===== src/pin_select_map.svh =====
// Purpose: constants for the pin function select block
// Assumes: included by its bare name
// Notes: bit positions and reset values only
`ifndef PIN_SELECT_MAP_SVH
`define PIN_SELECT_MAP_SVH
`define PK_ECS_BIT 7
`define PK_XCS_BIT 6
`define PG_RXER_BIT 6
`define PG_RXDV_BIT 5
`define PG_RXCLK_BIT 4
`define PH_TXER_BIT 6
`define PH_TXEN_BIT 5
`define PH_TXCLK_BIT 4
`define PULLUP_RESET 1'h1
`define XMASK_RESET 1'h1
`define PORT_RESET 8'h00
`define WAKE_RESET 8'h00
`endif


===== src/pin_select_pkg.sv =====
// Purpose: types for the pin function select block
// Assumes: nothing
// Notes: port groups carried as packed structs
package pin_select_pkg;
   typedef struct packed {
      logic [7:0] data;
      logic [7:0] dir;
   } gpio_ctl_t;
   typedef struct packed {
      logic [7:0] out;
      logic [7:0] oe;
   } pin_drive_t;
   typedef struct packed {
      logic rx_er;
      logic rx_dv;
      logic rx_clk;
      logic [3:0] rxd;
   } mii_rx_t;
   typedef struct packed {
      logic tx_er;
      logic tx_en;
      logic [3:0] txd;
   } mii_tx_t;
   typedef struct packed {
      logic ecs_n;
      logic xcs_n;
      logic [5:0] xaddr;
   } ext_bus_t;
   typedef enum logic [1:0] {
      ST_RESET = 2'h0,
      ST_STRAP = 2'h1,
      ST_RUN = 2'h3
   } run_state_t;
endpackage


===== src/key_wake.sv =====
// Purpose: key wakeup flags for one 8-bit port
// Assumes: pins synchronous to sys_clk
// Notes: set wins over clear
module key_wake
   import pin_select_pkg::*;
(
   // clock and reset
   input wire logic sys_clk,
   input wire logic reset,
   // control
   input wire logic [7:0] enable,
   input wire logic [7:0] clear,
   input wire logic [7:0] pins,
   // status
   output logic [7:0] flags
);
   logic [7:0] prev;
   always_ff @(posedge sys_clk)
   begin
      if (reset)
         prev <= 8'hFF;
      else
         prev <= pins;
   end
   // falling edge on an enabled pin sets the flag
   genvar i;
   generate
      for (i = 0; i < 8; i++)
      begin : g_bit
         always_ff @(posedge sys_clk)
         begin
            if (reset)
               flags[i] <= 1'h0;
            else if (enable[i] && prev[i] && !pins[i])
               flags[i] <= 1'h1;
            else if (clear[i])
               flags[i] <= 1'h0;
         end
      end
   endgenerate
endmodule


===== src/port_mux.sv =====
// Purpose: one 8-bit port, gpio or alternate function
// Assumes: alt_sel per bit, alt_oe per bit
// Notes: registered drive
module port_mux
   import pin_select_pkg::*;
(
   // clock and reset
   input wire logic sys_clk,
   input wire logic reset,
   // gpio side
   input pin_select_pkg::gpio_ctl_t gpio,
   // alternate side
   input wire logic [7:0] alt_sel,
   input wire logic [7:0] alt_out,
   input wire logic [7:0] alt_oe,
   // pins
   output pin_select_pkg::pin_drive_t drive
);
   always_ff @(posedge sys_clk)
   begin
      if (reset)
         drive <= '0;
      else
      begin
         drive.out <= (alt_sel & alt_out) | (~alt_sel & gpio.data);
         drive.oe <= (alt_sel & alt_oe) | (~alt_sel & gpio.dir);
      end
   end
endmodule


===== src/pin_select_top.sv =====
// Purpose: pin function selection for E0, K, AD, G and H pins
// Assumes: all inputs synchronous to sys_clk
// Notes: pins undriven while reset is high

`include "pin_select_map.svh"

// Summary of operation
// nmi pin is input only, readable any time
// nmi mask set by reset, requests ignored until software clears it
// nmi is level sensitive, shareable by wired-or low sources
// port e pull-up on from reset until software clears its enable
// expanded with emulation enable, k7 drives emulation chip select
// expanded modes latch k7 level into rom enable at reset release
// expanded with emulation enable, k6 drives external chip select
// expanded with emulation enable, k5..k0 drive address bits 19..14
// port k pull-ups on from reset until software clears enable
// analog pins readable as digital inputs when enabled
// ports g and h high impedance during and right after reset
// each g and h pin can raise key wakeup
// mii enabled, g6 takes receive error
// mii enabled, g5 receive valid, g3..g0 receive data
// mii enabled, g4 takes receive clock
// mii enabled, h6 drives transmit error
// mii enabled, h5 transmit enable, h3 data bit 3
// mii enabled, h4 takes transmit clock
// mii enabled, h2..h0 drive data bits 2..0
// function disabled returns pins to gpio data and direction
module pin_select_top
   import pin_select_pkg::*;
(
   // clock and reset
   input wire logic sys_clk,
   input wire logic reset,
   // non-maskable interrupt pin
   input wire logic nonmaskable_irq_n,
   input wire logic nmi_mask_clear,
   output logic port_e_bit0,
   output logic nmi_request,
   output logic nmi_mask,
   // pull-up control
   input wire logic port_e_pullup_clear,
   input wire logic port_k_pullup_clear,
   output logic port_e_pullup_en,
   output logic port_k_pullup_en,
   // mode and external bus
   input wire logic expanded_mode,
   input wire logic port_k_emul_en,
   input wire pin_select_pkg::ext_bus_t ext_bus,
   input wire logic [7:0] port_k_in,
   input wire pin_select_pkg::gpio_ctl_t port_k_ctl,
   output pin_select_pkg::pin_drive_t port_k_drive,
   output logic rom_enable_bit,
   // analog port
   input wire logic [7:0] analog_inputs,
   input wire logic [7:0] analog_digital_en,
   output logic [7:0] analog_digital_in,
   // ports g and h
   input wire logic mii_ext_en,
   input wire logic [7:0] port_g_in,
   input wire logic [7:0] port_h_in,
   input wire pin_select_pkg::gpio_ctl_t port_g_ctl,
   input wire pin_select_pkg::gpio_ctl_t port_h_ctl,
   input wire pin_select_pkg::mii_tx_t mii_tx,
   output pin_select_pkg::pin_drive_t port_g_drive,
   output pin_select_pkg::pin_drive_t port_h_drive,
   output pin_select_pkg::mii_rx_t mii_rx,
   output logic mii_tx_clk,
   // key wakeup
   input wire logic [7:0] port_g_wake_en,
   input wire logic [7:0] port_h_wake_en,
   input wire logic [7:0] port_g_wake_clear,
   input wire logic [7:0] port_h_wake_clear,
   output logic [7:0] port_g_wake,
   output logic [7:0] port_h_wake,
   output logic wake_request
);
   import pin_select_pkg::*;

   run_state_t state;
   run_state_t next_state;
   logic ext_active;
   logic [7:0] k_alt_out;
   logic [7:0] k_alt_oe;
   logic [7:0] k_alt_sel;
   logic [7:0] h_alt_out;
   logic [7:0] g_flags;
   logic [7:0] h_flags;

   // bits 6..0 belong to the mac while the external mii is on; bit 7 stays gpio
   function automatic logic [7:0] mii_alt_sel(input logic en);
      return en ? 8'h7F : 8'h00;
   endfunction

   // reset sequencing: strap taken one clock after release
   always_comb
   begin
      case (state)
         ST_RESET: next_state = ST_STRAP;
         ST_STRAP: next_state = ST_RUN;
         ST_RUN: next_state = ST_RUN;
         default: next_state = ST_RESET;
      endcase
   end

   always_ff @(posedge sys_clk)
   begin
      if (reset)
         state <= ST_RESET;
      else
         state <= next_state;
   end

   // nmi pin is never driven, only sampled; level kept, no edge capture
   always_ff @(posedge sys_clk)
   begin
      if (reset)
         port_e_bit0 <= 1'h1;
      else
         port_e_bit0 <= nonmaskable_irq_n;
   end

   // mask cannot be set again by software once cleared
   always_ff @(posedge sys_clk)
   begin
      if (reset)
         nmi_mask <= `XMASK_RESET;
      else if (nmi_mask_clear)
         nmi_mask <= 1'h0;
   end

   // request follows the level so any low source holds it
   always_ff @(posedge sys_clk)
   begin
      if (reset)
         nmi_request <= 1'h0;
      else
         nmi_request <= !nonmaskable_irq_n && !nmi_mask && !nmi_mask_clear;
   end

   // pull-ups
   always_ff @(posedge sys_clk)
   begin
      if (reset)
         port_e_pullup_en <= `PULLUP_RESET;
      else if (port_e_pullup_clear)
         port_e_pullup_en <= 1'h0;
   end

   always_ff @(posedge sys_clk)
   begin
      if (reset)
         port_k_pullup_en <= `PULLUP_RESET;
      else if (port_k_pullup_clear)
         port_k_pullup_en <= 1'h0;
   end

   // rom enable strap, caught after release since async capture of a pin is unsafe
   always_ff @(posedge sys_clk)
   begin
      if (reset)
         rom_enable_bit <= 1'h0;
      else if (state == ST_STRAP && expanded_mode)
         rom_enable_bit <= port_k_in[`PK_ECS_BIT];
   end

   // port k alternate functions
   assign ext_active = expanded_mode && port_k_emul_en && state == ST_RUN;
   always_comb
   begin
      k_alt_out = {ext_bus.ecs_n, ext_bus.xcs_n, ext_bus.xaddr};
      k_alt_oe = 8'hFF;
      k_alt_sel = ext_active ? 8'hFF : 8'h00;
   end

   port_mux u_port_k (
      .sys_clk(sys_clk),
      .reset(reset),
      .gpio(port_k_ctl),
      .alt_sel(k_alt_sel),
      .alt_out(k_alt_out),
      .alt_oe(k_alt_oe),
      .drive(port_k_drive)
   );

   // analog port as digital input
   always_ff @(posedge sys_clk)
   begin
      if (reset)
         analog_digital_in <= `PORT_RESET;
      else
         analog_digital_in <= analog_inputs & analog_digital_en;
   end

   // port g: all mii functions are inputs, so the pin is never driven then
   port_mux u_port_g (
      .sys_clk(sys_clk),
      .reset(reset),
      .gpio(port_g_ctl),
      .alt_sel(mii_alt_sel(mii_ext_en)),
      .alt_out(8'h00),
      .alt_oe(8'h00),
      .drive(port_g_drive)
   );

   // receive side held at zero while mii is off so the mac never sees gpio traffic
   always_ff @(posedge sys_clk)
   begin
      if (reset || !mii_ext_en)
         mii_rx.rx_er <= 1'h0;
      else
         mii_rx.rx_er <= port_g_in[`PG_RXER_BIT];
   end

   always_ff @(posedge sys_clk)
   begin
      if (reset || !mii_ext_en)
         mii_rx.rx_dv <= 1'h0;
      else
         mii_rx.rx_dv <= port_g_in[`PG_RXDV_BIT];
   end

   // receive clock is only sampled, so it must be well below sys_clk
   always_ff @(posedge sys_clk)
   begin
      if (reset || !mii_ext_en)
         mii_rx.rx_clk <= 1'h0;
      else
         mii_rx.rx_clk <= port_g_in[`PG_RXCLK_BIT];
   end

   always_ff @(posedge sys_clk)
   begin
      if (reset || !mii_ext_en)
         mii_rx.rxd <= 4'h0;
      else
         mii_rx.rxd <= port_g_in[3:0];
   end

   // port h: bit 4 is the phy's transmit clock, an input
   always_comb
   begin
      h_alt_out = {1'h0, mii_tx.tx_er, mii_tx.tx_en, 1'h0, mii_tx.txd};
   end

   port_mux u_port_h (
      .sys_clk(sys_clk),
      .reset(reset),
      .gpio(port_h_ctl),
      .alt_sel(mii_alt_sel(mii_ext_en)),
      .alt_out(h_alt_out),
      .alt_oe(8'h6F),
      .drive(port_h_drive)
   );

   always_ff @(posedge sys_clk)
   begin
      if (reset || !mii_ext_en)
         mii_tx_clk <= 1'h0;
      else
         mii_tx_clk <= port_h_in[`PH_TXCLK_BIT];
   end

   // key wakeup flags
   key_wake u_wake_g (
      .sys_clk(sys_clk),
      .reset(reset),
      .enable(port_g_wake_en),
      .clear(port_g_wake_clear),
      .pins(port_g_in),
      .flags(g_flags)
   );

   key_wake u_wake_h (
      .sys_clk(sys_clk),
      .reset(reset),
      .enable(port_h_wake_en),
      .clear(port_h_wake_clear),
      .pins(port_h_in),
      .flags(h_flags)
   );

   // outputs come from flops here, costing one cycle of wakeup latency
   always_ff @(posedge sys_clk)
   begin
      if (reset)
         port_g_wake <= `WAKE_RESET;
      else
         port_g_wake <= g_flags;
   end

   always_ff @(posedge sys_clk)
   begin
      if (reset)
         port_h_wake <= `WAKE_RESET;
      else
         port_h_wake <= h_flags;
   end

   always_ff @(posedge sys_clk)
   begin
      if (reset)
         wake_request <= 1'h0;
      else
         wake_request <= |{g_flags, h_flags};
   end
endmodule


===== config.mk =====
export PLATFORM = sky130hd
export DESIGN_NAME = pin_select_top
export DESIGN_NICKNAME = d
export VERILOG_FILES = /design/src/pin_select_pkg.sv /design/src/key_wake.sv /design/src/port_mux.sv /design/src/pin_select_top.sv
export VERILOG_INCLUDE_DIRS = /design/src
export SDC_FILE = /design/constraint.sdc
export NUM_CORES = 1
export LEC_CHECK = 0
export BUFFER_PORTS_ARGS = -buffer_cell sky130_fd_sc_hd__buf_2
export CAP_MARGIN = 20
export CORE_ASPECT_RATIO = 0.9
export CORE_MARGIN = 2
export CORE_UTILIZATION = 39
export CTS_BUF_LIST = sky130_fd_sc_hd__clkbuf_4
export DETAILED_ROUTE_END_ITERATION = 10
export PLACE_DENSITY = 0.77
export SLEW_MARGIN = 0
export SYNTH_ARGS = -nofsm -noshare
export SYNTH_HDL_FRONTEND = slang
export SYNTH_SLANG_ARGS = --single-unit

===== constraint.sdc =====
create_clock -name sys_clk -period 0.89 [get_ports sys_clk]
set_input_delay 0.178 -clock sys_clk [delete_from_list [all_inputs] [get_ports sys_clk]]
set_output_delay 0.178 -clock sys_clk [all_outputs]
set_load 0.005 [all_outputs]

==> out/metrics.yaml <==
outcome:
  status: "finished with violations"
  violations: "negative setup slack"
synthesis:
  async_flop_share: 0
  ys.flop_type: "dfxtp_1"
  synth.most_common_cell: "dfxtp_1"
  synth-edff-count: 0
  synth.area.top_cells: "dfxtp_1, nor2_1, and2_1"
  yosys_warnings: 0
  ys_types: 25
  syn_nets: 488
  synth_top_area_cell: "dfxtp_1"
  ys_seq_area_frac: 0.658
  synth_common_cells: "dfxtp_1, nor2_1, nand2_1"
  syn_inst: 345
  avgSynthCellArea_um2: 10.7
  netlist_area_um2: 3680
  ys_ff_latch: 121
  synth_top_area_frac: 0.658
worst_setup_path:
  crit_required_ps: 710
  crit_path_cell_trace: "buf_6"
  crit_fanout: 2
  cp-start-kind: "flop"
  r2r_cells: 4
  rr_endpoint: "u_port_k.drive[15]"
  rrSetupSlack_ps: -170
  cpPeakStageDelay_ps: 350
  critPathBufInv: 1
  crit_path_end_kind: "primary output"
  cpMaxStageDelayCell: "dfxtp_2"
  criticalPathCategory: "flop to primary output"
  r2r_start: "state[1]"
  cp.arrival_ps: 940
  cp_top_family: "flip-flops"
clock_network:
  cts_max_path_buffers: 2
  cts_max_level: 4
  cts_sinks: 121
  cts.clk_slew.worst_paths_ps: 110
  cts_buffers: 17
  cts_tree: "yes"
  root_buffer: "clkbuf_4"
  clock_latency_ps: 480
grt:
  grtUsageTotal: 0.246
  busiest_layer: "met2"
  gr-usage-met2: 0.459
  grt_use_met1: 0.243
  grt_pass1_vias: 4137
  antenna_found_initial: 0
  grt_max_degree: 42
  grt_util_met3: 0.0982
  grt_pass1_wl_um: 19300
  overflow: 0
cells_and_area:
  seq_area_um2: 2480
  nFillCells: 561
  drive_above_1_share: 0.469
  utilization: 0.776
  final_cells: 854
  nNetsFinal: 861
  syn_to_final_growth_pct: 92.4
  multi_input_area_um2: 1260
floorplan:
  io_pins: 230
  initial_utilization: 0.403
  fp-row-count: 33
  die_width_um: 106
  die_area_um2: 10200
  die_y_um: 96.2
  core_area_um2: 9130
route:
  routed_wl_um: 13500
  vias: 3867
  drt_iter0_markers: 104
  viasPerCell: 4.53
  ant_nets: 0
  wl_per_cell_um: 15.9
  firstDrtPassIters: 6
  drc_errors: 0
timing:
  finalCriticalPeriod_ps: 1120
  hold_violations: 0
  timing.fmax_mhz: 892
  rsz0062_at_grt: "true"
  slew_headroom: 0.802
  report.final.slew_viol_count: 0
  worst_pin_slew_ps: 296
  tns_ps: -19750
  timing.hold.ws_ps: 87.9
  clock_skew_ps: 14.9
  period_share: 1.26
  setup_viol: 105
  timing.final.ws_setup_ps: -231
min_path:
  hp-class: "primary input to flop"
  holdPathEnd: "rom_enable_bit"
  min_from: "expanded_mode"
  hold_depth: 4
power_and_ir_drop:
  switching_share: 0.231
  combPwrFrac: 0.138
  p_leak_nw: 3.48
  powerDensity_nw_per_um2: 1710
  pwr-share-seq: 0.481
  p_switching_mw: 2.79
  p_int_mw: 9.32
  ir_drop_v: 0.00170
  clockPowerShare: 0.380
place:
  pre_cts_slack_ps: -130
  dpl.cell_count: 688
  dp_hpwl_um: 6970
  portBuffers: 222
  gp_congestion: 0.749
run:
  drv_cap: 0
layer usage:
metal / up-vias / part of all wire
met3: 36 / 0.080
met4: 0 / 0.026
met2: 200 / 0.54
met5: - / 0
met1: 1789 / 0.36
li1: 1842 / -
flip-flops by register name (all words and copies together) (netlist names):
register / count
u_port_g.drive: 16
u_port_h.drive: 16
u_port_k.drive: 16
analog_digital_in: 8
port_g_wake: 8
port_h_wake: 8
u_wake_g.flags: 8
u_wake_g.prev: 8
u_wake_h.flags: 8
u_wake_h.prev: 8
mii_rx: 7
state: 2
mii_tx_clk: 1
nmi_mask: 1
nmi_request: 1
port_e_bit0: 1
port_e_pullup_en: 1
port_k_pullup_en: 1
rom_enable_bit: 1
wake_request: 1
cell families (layout without fill, tap and decap cells):
group           count (synthesis)  in the layout  synth area share
simple gates                  155            155             0.211
compound gates                 29             29            0.0609
mux                             7              7            0.0190
flops                         121            121             0.658
buf+inv                        33            419            0.0503
other cells                     0              1                 0
how the worst max path moves through the flow:
stage                            startpoint                 to  slack (ps)  cells after the start
after global placement    u_wake_h.flags[6]       wake_request        -110                      3
final                      port_e_pullup_en   port_e_pullup_en        -230                      1
after CTS                 u_port_k.drive[8]    port_k_drive[8]        -260                      1
after global routing       port_e_pullup_en   port_e_pullup_en        -310                      1
after detailed placement  u_wake_h.flags[6]       wake_request        -130                      3
after floorplan                    state[0]  u_port_k.drive[0]         -60                      5
power by group through the flow:
| stage | Clock (mW) | Combinational [mW] | Sequential [mW] |
|---|---|---|---|
| 6_report | 4.60 | 1.68 | 5.83 |
| 3_5_place_dp | 0 | 0.971 | 5.89 |
| 4_1_cts | 4.66 | 1.47 | 5.79 |
| 2_1_floorplan | 0 | 0.354 | 5.91 |
| 5_1_grt | 4.93 | 1.80 | 5.85 |
| 3_3_place_gp | 0 | 0.942 | 5.88 |
per-stage QoR:
stage	total power, mW	instance area, µm²
after detailed placement	6.86	4950
after global routing	12.6	7080
after global placement	6.82	4950
after CTS	11.9	6730
final	12.1	7080
after floorplan	6.26	3680
repair_timing:
action,4_1_cts,5_1_grt
pin swaps,11,19
resized for setup,33,91
hold buffers,131,0
setup endpoints to repair,105,105
hold endpoints to repair,102,0
buffers inserted,1,1
layout by cell type (no fill, tap or decap), types with 9 or more instances in the layout:
cell	instances
clkbuf_4	19
nand2_1	32
or2_1	17
inv_1	20
nor2b_1	19
o2bb2ai_1	16
dfxtp_2	43
and2_1	24
dfxtp_1	78
buf_6	31
buf_2	192
dlygate4sd3_1	131
nor2_1	35
buf_4	9
cell type report:
class,count,share of cell area
timing repair buffer,367,0.391
inverter,20,0.0106
sequential,121,0.350
clock buffer,19,0.0201
clock inverter,13,0.0283
antenna,1,0.000353
multi-input combinational,191,0.178
tap,122,0.0216
Power figures use the tool's default switching activity.
